===== src/contact_prot_map.svh =====
// Register offsets, field positions, reset values and timing counts for contact protection
`ifndef CONTACT_PROT_MAP_SVH
`define CONTACT_PROT_MAP_SVH

// ==========================================================
// Timebase
`define CLK_HZ 250000000
`define TICK_US 100
`define TICK_CYCLES ((`CLK_HZ / 1000000) * `TICK_US)

// ==========================================================
// Settings units: pickup in ms, trip and drop-out in 10 ms
`define PICKUP_MAX_MS 1000
`define TRIP_MAX_CS 30000
`define DROP_MAX_CS 6000
`define PICKUP_DEF_MS 16'h0005
`define TRIP_DEF_CS 16'h0064
`define DROP_DEF_CS 16'h0014
`define TICKS_PER_MS 10
`define TICKS_PER_CS 100

// ==========================================================
// Register map, byte addresses
`define REG_GLOBAL 8'h00
`define REG_STATUS 8'h04
`define REG_INT_STAT 8'h08
`define REG_INT_MASK 8'h0C
`define REG_CH_BASE 8'h10
`define REG_CH_STRIDE 8'h20
`define CH_CTRL 8'h00
`define CH_PICKUP 8'h04
`define CH_TRIP 8'h08
`define CH_DROP 8'h0C
`define CH_PU_CNT 8'h10
`define CH_TR_CNT 8'h14

// ==========================================================
// Field positions
`define CTRL_EN_BIT 0
`define CTRL_OPM_LSB 4
`define CTRL_BLK_LSB 8
`define GLOBAL_GRP_LSB 0

`endif


===== src/contact_prot_pkg.sv =====
// Types shared by the contact protection block
package contact_prot_pkg;
  typedef struct packed {
    logic enable;
    logic [3:0] opmode;
    logic [2:0] blk_sel;
    logic [15:0] pickup_ms;
    logic [15:0] trip_cs;
    logic [15:0] drop_cs;
  } ch_cfg_t;

  typedef struct packed {
    logic [3:0] pickup;
    logic [3:0] trip;
  } prot_out_t;
endpackage


===== src/contact_prot.sv =====
// External contact protection: oil relay and thermal switch instances with Wishbone registers
// Contract
// An instance whose enable is cleared gives no pickup and no trip.
// Each instance has an on/off operate mode per setting group and the active group selects it.
// Trip follows a programmable delay of 0 to 300 s, default 1 s.
// Pickup asserts only after the input persists for 0 to 1000 ms, default 5 ms.
// Pickup is held for a drop-out delay of 0 to 60 s, default 0.2 s, after the input leaves.
// Pickup is inhibited by a selectable source: none or one of four user variables.
// Oil relay has two instances, pressure switch (major fault) and float switch (slow gas).
// The oil relay contacts drive two dedicated inputs, one per oil instance.
// Thermal switch has two instances, trip temperature first and alarm temperature second.
// The thermal switch drives two dedicated inputs, one per thermal instance.
// Each instance counts every pickup assertion.
// Each instance counts every trip assertion.
// Pressure instance is meant to trip at once, float instance to be handled promptly.
// Trip-temperature instance is meant to trip at once, alarm instance only warns.
// Trip asserts after pickup held for the trip delay and clears when pickup drops.
// All timers count a common tick of at least one millisecond resolution.
//
// Chosen here: the Wishbone register port and the placing of the registers.
`include "contact_prot_map.svh"
`timescale 1ns/100ps
`default_nettype none

module contact_prot
  import contact_prot_pkg::*;
#(
  parameter int TICK_CYCLES = `TICK_CYCLES,
  parameter int NGRP = 4
)
(
  // Clock and reset
  input wire logic clk_i,
  input wire logic rst_i,
  // Wishbone slave
  input wire logic wb_cyc_i,
  input wire logic wb_stb_i,
  input wire logic wb_we_i,
  input wire logic [7:0] wb_adr_i,
  input wire logic [3:0] wb_sel_i,
  input wire logic [31:0] wb_dat_i,
  output logic [31:0] wb_dat_o,
  output logic wb_ack_o,
  // Field contacts: 0 pressure, 1 float, 2 trip temp, 3 alarm temp
  input wire logic [3:0] contact_i,
  // User variables for blocking
  input wire logic [3:0] user_var_i,
  // Outputs
  output contact_prot_pkg::prot_out_t prot_o,
  output logic irq_o
);
  import contact_prot_pkg::*;

  typedef enum logic [1:0] {
    ST_IDLE = 2'b00,
    ST_QUAL = 2'b01,
    ST_PICK = 2'b10,
    ST_DROP = 2'b11
  } pu_state_t;

  // ==========================================================
  // Input synchronisers
  logic [3:0] sync1_r;
  logic [3:0] sync2_r;
  logic [3:0] uv1_r;
  logic [3:0] uv2_r;

  always_ff @(posedge clk_i)
  begin
    if (rst_i)
    begin
      sync1_r <= 4'h0;
      sync2_r <= 4'h0;
      uv1_r <= 4'h0;
      uv2_r <= 4'h0;
    end
    else
    begin
      sync1_r <= contact_i;
      sync2_r <= sync1_r;
      uv1_r <= user_var_i;
      uv2_r <= uv1_r;
    end
  end

  // ==========================================================
  // Common 100 us tick
  logic [31:0] tdiv_r;
  logic tick_r;

  always_ff @(posedge clk_i)
  begin
    if (rst_i)
    begin
      tdiv_r <= 32'h0;
      tick_r <= 1'b0;
    end
    else if (tdiv_r == 32'(TICK_CYCLES - 1))
    begin
      tdiv_r <= 32'h0;
      tick_r <= 1'b1;
    end
    else
    begin
      tdiv_r <= tdiv_r + 32'h1;
      tick_r <= 1'b0;
    end
  end

  // ==========================================================
  // Registers
  ch_cfg_t cfg_r [4];
  logic [1:0] grp_r;
  logic [7:0] int_stat_r;
  logic [7:0] int_mask_r;
  logic [31:0] pu_cnt_r [4];
  logic [31:0] tr_cnt_r [4];
  logic [3:0] pu_r;
  logic [3:0] tr_r;
  logic [3:0] pu_rise;
  logic [3:0] tr_rise;

  logic wb_req;
  logic wb_wr;
  logic ch_hit;
  logic [1:0] ch_idx;
  logic [7:0] ch_off;
  logic [7:0] rel_adr;

  assign wb_req = wb_cyc_i && wb_stb_i && !wb_ack_o;
  // Write lands on the edge where the master sees ack, with its request still held
  assign wb_wr = wb_cyc_i && wb_stb_i && wb_we_i && wb_ack_o;
  assign rel_adr = wb_adr_i - `REG_CH_BASE;
  assign ch_hit = (wb_adr_i >= `REG_CH_BASE) && (rel_adr < 8'h80);
  assign ch_idx = rel_adr[6:5];
  assign ch_off = {3'b000, rel_adr[4:0]};

  function automatic logic [15:0] wmask16(input logic [15:0] old, input logic [31:0] d,
                                          input logic [3:0] sel);
    logic [15:0] r;
    r = old;
    if (sel[0])
      r[7:0] = d[7:0];
    if (sel[1])
      r[15:8] = d[15:8];
    return r;
  endfunction

  function automatic logic [15:0] clip16(input logic [15:0] v, input int maxv);
    return (v > 16'(maxv)) ? 16'(maxv) : v;
  endfunction

  always_ff @(posedge clk_i)
  begin
    if (rst_i)
      wb_ack_o <= 1'b0;
    else
      wb_ack_o <= wb_req;
  end

  always_ff @(posedge clk_i)
  begin
    if (rst_i)
    begin
      grp_r <= 2'b00;
      int_mask_r <= 8'h00;
      for (int i = 0; i < 4; i++)
      begin
        cfg_r[i].enable <= 1'b0;
        cfg_r[i].opmode <= 4'hF;
        cfg_r[i].blk_sel <= 3'h0;
        cfg_r[i].pickup_ms <= `PICKUP_DEF_MS;
        cfg_r[i].trip_cs <= `TRIP_DEF_CS;
        cfg_r[i].drop_cs <= `DROP_DEF_CS;
      end
    end
    else if (wb_wr)
    begin
      if (wb_adr_i == `REG_GLOBAL && wb_sel_i[0])
        grp_r <= wb_dat_i[`GLOBAL_GRP_LSB +: 2];
      if (wb_adr_i == `REG_INT_MASK && wb_sel_i[0])
        int_mask_r <= wb_dat_i[7:0];
      if (ch_hit)
      begin
        case (ch_off)
          `CH_CTRL:
          begin
            if (wb_sel_i[0])
            begin
              cfg_r[ch_idx].enable <= wb_dat_i[`CTRL_EN_BIT];
              cfg_r[ch_idx].opmode <= wb_dat_i[`CTRL_OPM_LSB +: 4];
            end
            if (wb_sel_i[1])
              cfg_r[ch_idx].blk_sel <= wb_dat_i[`CTRL_BLK_LSB +: 3];
          end
          `CH_PICKUP:
            cfg_r[ch_idx].pickup_ms <=
              clip16(wmask16(cfg_r[ch_idx].pickup_ms, wb_dat_i, wb_sel_i), `PICKUP_MAX_MS);
          `CH_TRIP:
            cfg_r[ch_idx].trip_cs <=
              clip16(wmask16(cfg_r[ch_idx].trip_cs, wb_dat_i, wb_sel_i), `TRIP_MAX_CS);
          `CH_DROP:
            cfg_r[ch_idx].drop_cs <=
              clip16(wmask16(cfg_r[ch_idx].drop_cs, wb_dat_i, wb_sel_i), `DROP_MAX_CS);
          default:
            ;
        endcase
      end
    end
  end

  // Sticky events: low nibble pickup, high nibble trip; set beats clear
  always_ff @(posedge clk_i)
  begin
    if (rst_i)
      int_stat_r <= 8'h00;
    else if (wb_wr && wb_adr_i == `REG_INT_STAT && wb_sel_i[0])
      int_stat_r <= (int_stat_r & ~wb_dat_i[7:0]) | {tr_rise, pu_rise};
    else
      int_stat_r <= int_stat_r | {tr_rise, pu_rise};
  end

  assign irq_o = |(int_stat_r & int_mask_r);

  always_ff @(posedge clk_i)
  begin
    if (rst_i)
      wb_dat_o <= 32'h0;
    else if (wb_req && !wb_we_i)
    begin
      wb_dat_o <= 32'h0;
      if (wb_adr_i == `REG_GLOBAL)
        wb_dat_o <= {30'h0, grp_r};
      else if (wb_adr_i == `REG_STATUS)
        wb_dat_o <= {24'h0, tr_r, pu_r};
      else if (wb_adr_i == `REG_INT_STAT)
        wb_dat_o <= {24'h0, int_stat_r};
      else if (wb_adr_i == `REG_INT_MASK)
        wb_dat_o <= {24'h0, int_mask_r};
      else if (ch_hit)
      begin
        case (ch_off)
          `CH_CTRL: wb_dat_o <= {21'h0, cfg_r[ch_idx].blk_sel,
                                 cfg_r[ch_idx].opmode, 3'h0, cfg_r[ch_idx].enable};
          `CH_PICKUP: wb_dat_o <= {16'h0, cfg_r[ch_idx].pickup_ms};
          `CH_TRIP: wb_dat_o <= {16'h0, cfg_r[ch_idx].trip_cs};
          `CH_DROP: wb_dat_o <= {16'h0, cfg_r[ch_idx].drop_cs};
          `CH_PU_CNT: wb_dat_o <= pu_cnt_r[ch_idx];
          `CH_TR_CNT: wb_dat_o <= tr_cnt_r[ch_idx];
          default: wb_dat_o <= 32'h0;
        endcase
      end
    end
  end

  // ==========================================================
  // Protection instances (R7 R9: 0 pressure, 1 float, 2 trip temp, 3 alarm temp)
  pu_state_t st_r [4];
  logic [23:0] ptmr_r [4];
  logic [23:0] ttmr_r [4];
  logic [3:0] active;
  logic [3:0] blocked;

  always_comb
  begin
    for (int i = 0; i < 4; i++)
    begin
      active[i] = cfg_r[i].enable && cfg_r[i].opmode[grp_r];
      blocked[i] = (cfg_r[i].blk_sel >= 3'h1) && (cfg_r[i].blk_sel <= 3'h4) &&
                   uv2_r[2'(cfg_r[i].blk_sel - 3'h1)];
    end
  end

  always_ff @(posedge clk_i)
  begin
    if (rst_i)
    begin
      for (int i = 0; i < 4; i++)
      begin
        st_r[i] <= ST_IDLE;
        ptmr_r[i] <= 24'h0;
      end
    end
    else
    begin
      for (int i = 0; i < 4; i++)
      begin
        if (!active[i] || blocked[i])
        begin
          st_r[i] <= ST_IDLE;
          ptmr_r[i] <= 24'h0;
        end
        else
        begin
          case (st_r[i])
            ST_IDLE:
              if (sync2_r[i])
              begin
                st_r[i] <= ST_QUAL;
                ptmr_r[i] <= 24'h0;
              end
            ST_QUAL:
              if (!sync2_r[i])
                st_r[i] <= ST_IDLE;
              else if (ptmr_r[i] >= 24'(cfg_r[i].pickup_ms) * `TICKS_PER_MS)
                st_r[i] <= ST_PICK;
              else if (tick_r)
                ptmr_r[i] <= ptmr_r[i] + 24'h1;
            ST_PICK:
              if (!sync2_r[i])
              begin
                st_r[i] <= ST_DROP;
                ptmr_r[i] <= 24'h0;
              end
            ST_DROP:
              if (sync2_r[i])
                st_r[i] <= ST_PICK;
              else if (ptmr_r[i] >= 24'(cfg_r[i].drop_cs) * `TICKS_PER_CS)
                st_r[i] <= ST_IDLE;
              else if (tick_r)
                ptmr_r[i] <= ptmr_r[i] + 24'h1;
            default:
              st_r[i] <= ST_IDLE;
          endcase
        end
      end
    end
  end

  // Trip timer runs while pickup stands; R13 R14 set by a zero trip delay
  always_ff @(posedge clk_i)
  begin
    if (rst_i)
    begin
      pu_r <= 4'h0;
      tr_r <= 4'h0;
      for (int i = 0; i < 4; i++)
        ttmr_r[i] <= 24'h0;
    end
    else
    begin
      for (int i = 0; i < 4; i++)
      begin
        pu_r[i] <= (st_r[i] == ST_PICK) || (st_r[i] == ST_DROP);
        if (!pu_r[i])
        begin
          tr_r[i] <= 1'b0;
          ttmr_r[i] <= 24'h0;
        end
        else if (ttmr_r[i] >= 24'(cfg_r[i].trip_cs) * `TICKS_PER_CS)
          tr_r[i] <= 1'b1;
        else if (tick_r)
          ttmr_r[i] <= ttmr_r[i] + 24'h1;
      end
    end
  end

  // ==========================================================
  // Edge detect and counters
  logic [3:0] pu_d_r;
  logic [3:0] tr_d_r;

  always_ff @(posedge clk_i)
  begin
    if (rst_i)
    begin
      pu_d_r <= 4'h0;
      tr_d_r <= 4'h0;
    end
    else
    begin
      pu_d_r <= pu_r;
      tr_d_r <= tr_r;
    end
  end

  assign pu_rise = pu_r & ~pu_d_r;
  assign tr_rise = tr_r & ~tr_d_r;

  always_ff @(posedge clk_i)
  begin
    if (rst_i)
    begin
      for (int i = 0; i < 4; i++)
      begin
        pu_cnt_r[i] <= 32'h0;
        tr_cnt_r[i] <= 32'h0;
      end
    end
    else
    begin
      for (int i = 0; i < 4; i++)
      begin
        if (pu_rise[i])
          pu_cnt_r[i] <= pu_cnt_r[i] + 32'h1;
        if (tr_rise[i])
          tr_cnt_r[i] <= tr_cnt_r[i] + 32'h1;
      end
    end
  end

  assign prot_o.pickup = pu_r;
  assign prot_o.trip = tr_r;

endmodule // contact_prot

`default_nettype wire


===== config.mk =====
export PLATFORM = sky130hd
export DESIGN_NAME = contact_prot
export DESIGN_NICKNAME = d
export VERILOG_FILES = /design/src/contact_prot_pkg.sv /design/src/contact_prot.sv
export VERILOG_INCLUDE_DIRS = /design/src
export SDC_FILE = /design/constraint.sdc
export NUM_CORES = 2
export LEC_CHECK = 0
export BUFFER_PORTS_ARGS = -buffer_cell sky130_fd_sc_hd__buf_2
export CAP_MARGIN = 5
export CORE_AREA = 10 10 399 401
export CTS_BUF_LIST = sky130_fd_sc_hd__clkbuf_4 sky130_fd_sc_hd__clkbuf_8
export CTS_CLUSTER_SIZE = 14
export DETAILED_ROUTE_END_ITERATION = 16
export DIE_AREA = 0 0 409 411
export PLACE_DENSITY = 0.61
export RECOVER_POWER = 50
export SYNTH_ARGS = -nofsm -noshare
export SYNTH_HDL_FRONTEND = slang
export SYNTH_SLANG_ARGS = --single-unit

===== constraint.sdc =====
create_clock -name clk_i -period 10.05 [get_ports clk_i]
set_input_delay 2.01 -clock clk_i [delete_from_list [all_inputs] [get_ports clk_i]]
set_output_delay 2.01 -clock clk_i [all_outputs]
set_load 0.02 [all_outputs]

==> results.md <==
- RSZ-0062 raised after global routing: false
- Setup TNS: 0 ps
- Drt pass-1 iters: 5
- Slew Limit Fails: 574
- # nets final: 7,228
- Post-synth ARST share: 0%
- Cell Area, Synth: roughly 62,000 um^2
- GRT Total Usage: 19.0%
- Dominant synthesized flop cell: edfxtp_1
- Post-synth top area cell: edfxtp_1
- Largest net degree at the start of global routing: 67
- Die ar.: 168,000 um^2
- Final Setup Violations: 0
- CP delay by family, top: XOR/XNOR gates
- Vias: ~47,000
- Worst r2r src: cfg_r[0][3]
- CTS tree: built
- Buf/Inv on CP: 2
- Distinct cell type count after synthesis: 89
- Max-Cap Viols: 17
- Final hold vios: 0
- DRT Wirelength: 164,000 um
- Vert. Die Dim: around 410 um
- Residual DRC count: 0
- Maximum vdd drop: ~0.12 mV
- Avg Synthesized Cell Area: 10.1 um^2
- Failing checks: max-capacitance violations, max-slew violations
- Initial antenna violation count: 24
- Max incr delay on CP: 1860 ps
- CP max stage cell: xor2_1
- P_leak: between 20 and 30 nW
- Min-delay src: sync1_r[0]
- Largest cells by area after synthesis: edfxtp_1 (33%), ha_1 (16%), xor2_1 (5.1%)
- Pwr/cell area: 136 nW/um^2
- Clock tree buffer depth: 3
- Std cell rows: around 140
- Sequential area share after synthesis: about 37%
- Crit-path cells: clkbuf_1, inv_1, ha_1, xor2_1, mux4_2, mux2i_1, nand4_1, a211oi_1, a21boi_4, a211oi_2, nor2_1
- FMAX: between 100 and 150 MHz
- GRT overflow: 0
- Resize count post-CTS: 0
- Total of warnings raised by yosys: 0
- Startpoint class of the critical path: input port
- GP Congestion: approximately 0.94
- Clk slew on worst S/H paths: roughly 60 ps
- FF-to-FF setup slack: 2630 ps
- Number of synthesized flops with an enable pin: 680
- Reg2reg path depth: 19
- Effective utilization at floorplan: between 40 and 50%
- Post-CTS setup buffer count: 0
- Vias in the first global route: approximately 46,000
- Hold Path End: sync2_r[0]
- Via density: between 5 and 6
- Clock Skews: 70.9 ps
- Hpwl dp: between 100,000 and 150,000 um
- Slew headroom: -128%
- Area growth from synthesis to layout: 9.56%
- Fillers: around 14,000
- Crit Reg-Reg Endpoint: ptmr_r[0][2]
- I/O pins: 99
- Final WS setup: 1780 ps
- Initial DRC Count: slightly below 4,000
- Worst Tran Pin Value: 3420 ps
- Die Span X: around 400 um
- IO buf count: 80
- Htree depth: 4
- Nature of the critical path endpoint: flop
- Layout cells sized above 1: between 7 and 8%
- Hold-fix buffers at CTS: 0
- Top cell type's share of synthesized area: approximately a third
- List of most frequent post-synthesis cells: ha_1 (809), nor2_1 (781), edfxtp_1 (680)
- Critical Path AT: between 8000 and 9000 ps
- Period utilisation layout: between 80% and 90%
- Minimum clock period: slightly above 8000 ps
- Pre-CTS setup slack: ~2700 ps
- Worst-path fanout max: 31
- Core ar.: 151,000 um^2
- # clock sinks: just under 800
- Mapped Cells: between 6,000 and 7,000
- Count leader, synth: ha_1
- Worst-Skew Late Latency: 890 ps
- Worst EP required: roughly 11,000 ps
- Status: complete, but fails checks
- Post-route ant nets: 0
- Crit path kind: input port to flop
- Total CTS buffers: 148
- Seq cells post-synth: roughly 800
- Root buf cell: clkbuf_8
- First-pass GRT wire length: roughly 260,000 um
- Hold depth: 1
- Type of the most critical hold path: flop to flop
- Routed wire per std cell: between 15 and 20 um
## layout by cell type, fill, tap and decap left out, types with 22 or more instances in the layout
cell      netlist  layout
conb_1          1      40
and2_1         56      43
o21bai_1       23      23
clkbuf_1      108      61
and3_1        127     127
nor2_1        781     781
clkbuf_8        0     160
dfxtp_1       116     116
o31ai_1        23      23
clkbuf_4        0      42
edfxtp_1      680     680
inv_1         509     510
and4_1         31      31
o21ai_0       179     178
nor2b_1        72      72
or2_2          27      26
nand2_1       353     353
nand4_1        94      94
nor3_1        144     144
xnor2_1       212     212
nand2b_1       58      58
a21oi_1       239     239
o21a_1         35      35
nor4_1         50      50
clkinv_1        0      22
fa_1           92      92
mux2i_1        51      51
buf_2          26      37
nand3_1       232     232
a31oi_1        23      23
a21o_1        103     103
mux4_2        125     125
o211ai_1       23      23
or3_1          64      64
xor2_1        361     362
a22oi_1        40      40
ha_1          809     809
## flip-flops by register name, summed over array words and instances (netlist names), 8 cells and up
name	count
cfg_r	224
int_mask_r	8
int_stat_r	8
ptmr_r	96
pu_cnt_r	128
st_r	8
tdiv_r	32
tr_cnt_r	128
ttmr_r	96
wb_dat_o	32
## report_power, final
| group | internal, W | switching [W] |
|---|---|---|
| clock network | 0.00192 | 0.00157 |
| logic | 0.000761 | 0.00105 |
| registers | 0.00369 | 0.000164 |
| total | 0.00636 | 0.00278 |
## layout make-up
class | count | area, um^2 | area share, %
timing repair buffer | 118 | 577 | 0.855
tap | 2030 | 2540 | 3.76
antenna | 12 | 30.0 | 0.0445
inverter | 511 | 1920 | 2.84
sequential | 796 | 22700 | 33.7
clock inverter | 69 | 708 | 1.05
clock buffer | 202 | 2520 | 3.73
multi-input combinational | 4695 | 36400 | 54.0
## worst max-delay path by stage
stage	slack [ps]	endpoint	cells after the start	start
floorplan	3000	ptmr_r[3][0]	22	cfg_r[3][8]
global placement	2640	ptmr_r[0][3]	21	cfg_r[0][3]
detailed placement	2650	ptmr_r[0][6]	19	cfg_r[0][3]
CTS	2580	ptmr_r[0][14]	19	cfg_r[0][3]
global route	1480	cfg_r[0][33]	12	wb_adr_i[4]
finish	1780	cfg_r[1][9]	11	wb_adr_i[4]
## logic make-up after synthesis
group | count (synthesis) | synth area share [%]
AOI/OAI and AO/OA | 844 | 8.84
xor gates and xnor gates | 575 | 8.22
adders and majority gates | 901 | 19.4
buffers and inverters | 664 | 4.15
DFF | 796 | 36.9
muxes | 189 | 5.69
other | 1 | 0.00609
and+or+nand+nor | 2146 | 16.7
## per-stage QoR
step | std cells | hold WS [ps] | util, % | total power [W] | instance area [um^2]
after floorplan | 6155 | 414 | - | 0.00520 | 61700
after global placement | 8150 | 434 | 42.6 | 0.00566 | 64400
after detailed placement | 8150 | 435 | 42.6 | 0.00571 | 64400
after CTS | 8421 | 449 | 44.7 | 0.00921 | 67600
after global routing | 8427 | 460 | 44.6 | 0.00960 | 67400
final | 8433 | 441 | 44.6 | 0.00915 | 67500
## layer usage
layer / part of all wire, % / vias up / track usage [%]
met3: 8.1 / 300 / 4.29
met1: 45 / 22600 / 26.2
met4: 2.8 / 20 / 5.70
met5: 0.089 / - / 0
met2: 44 / 1372 / 29.7
li1: - / 22300 / -
No activity file was read; power rests on OpenSTA's default activity.
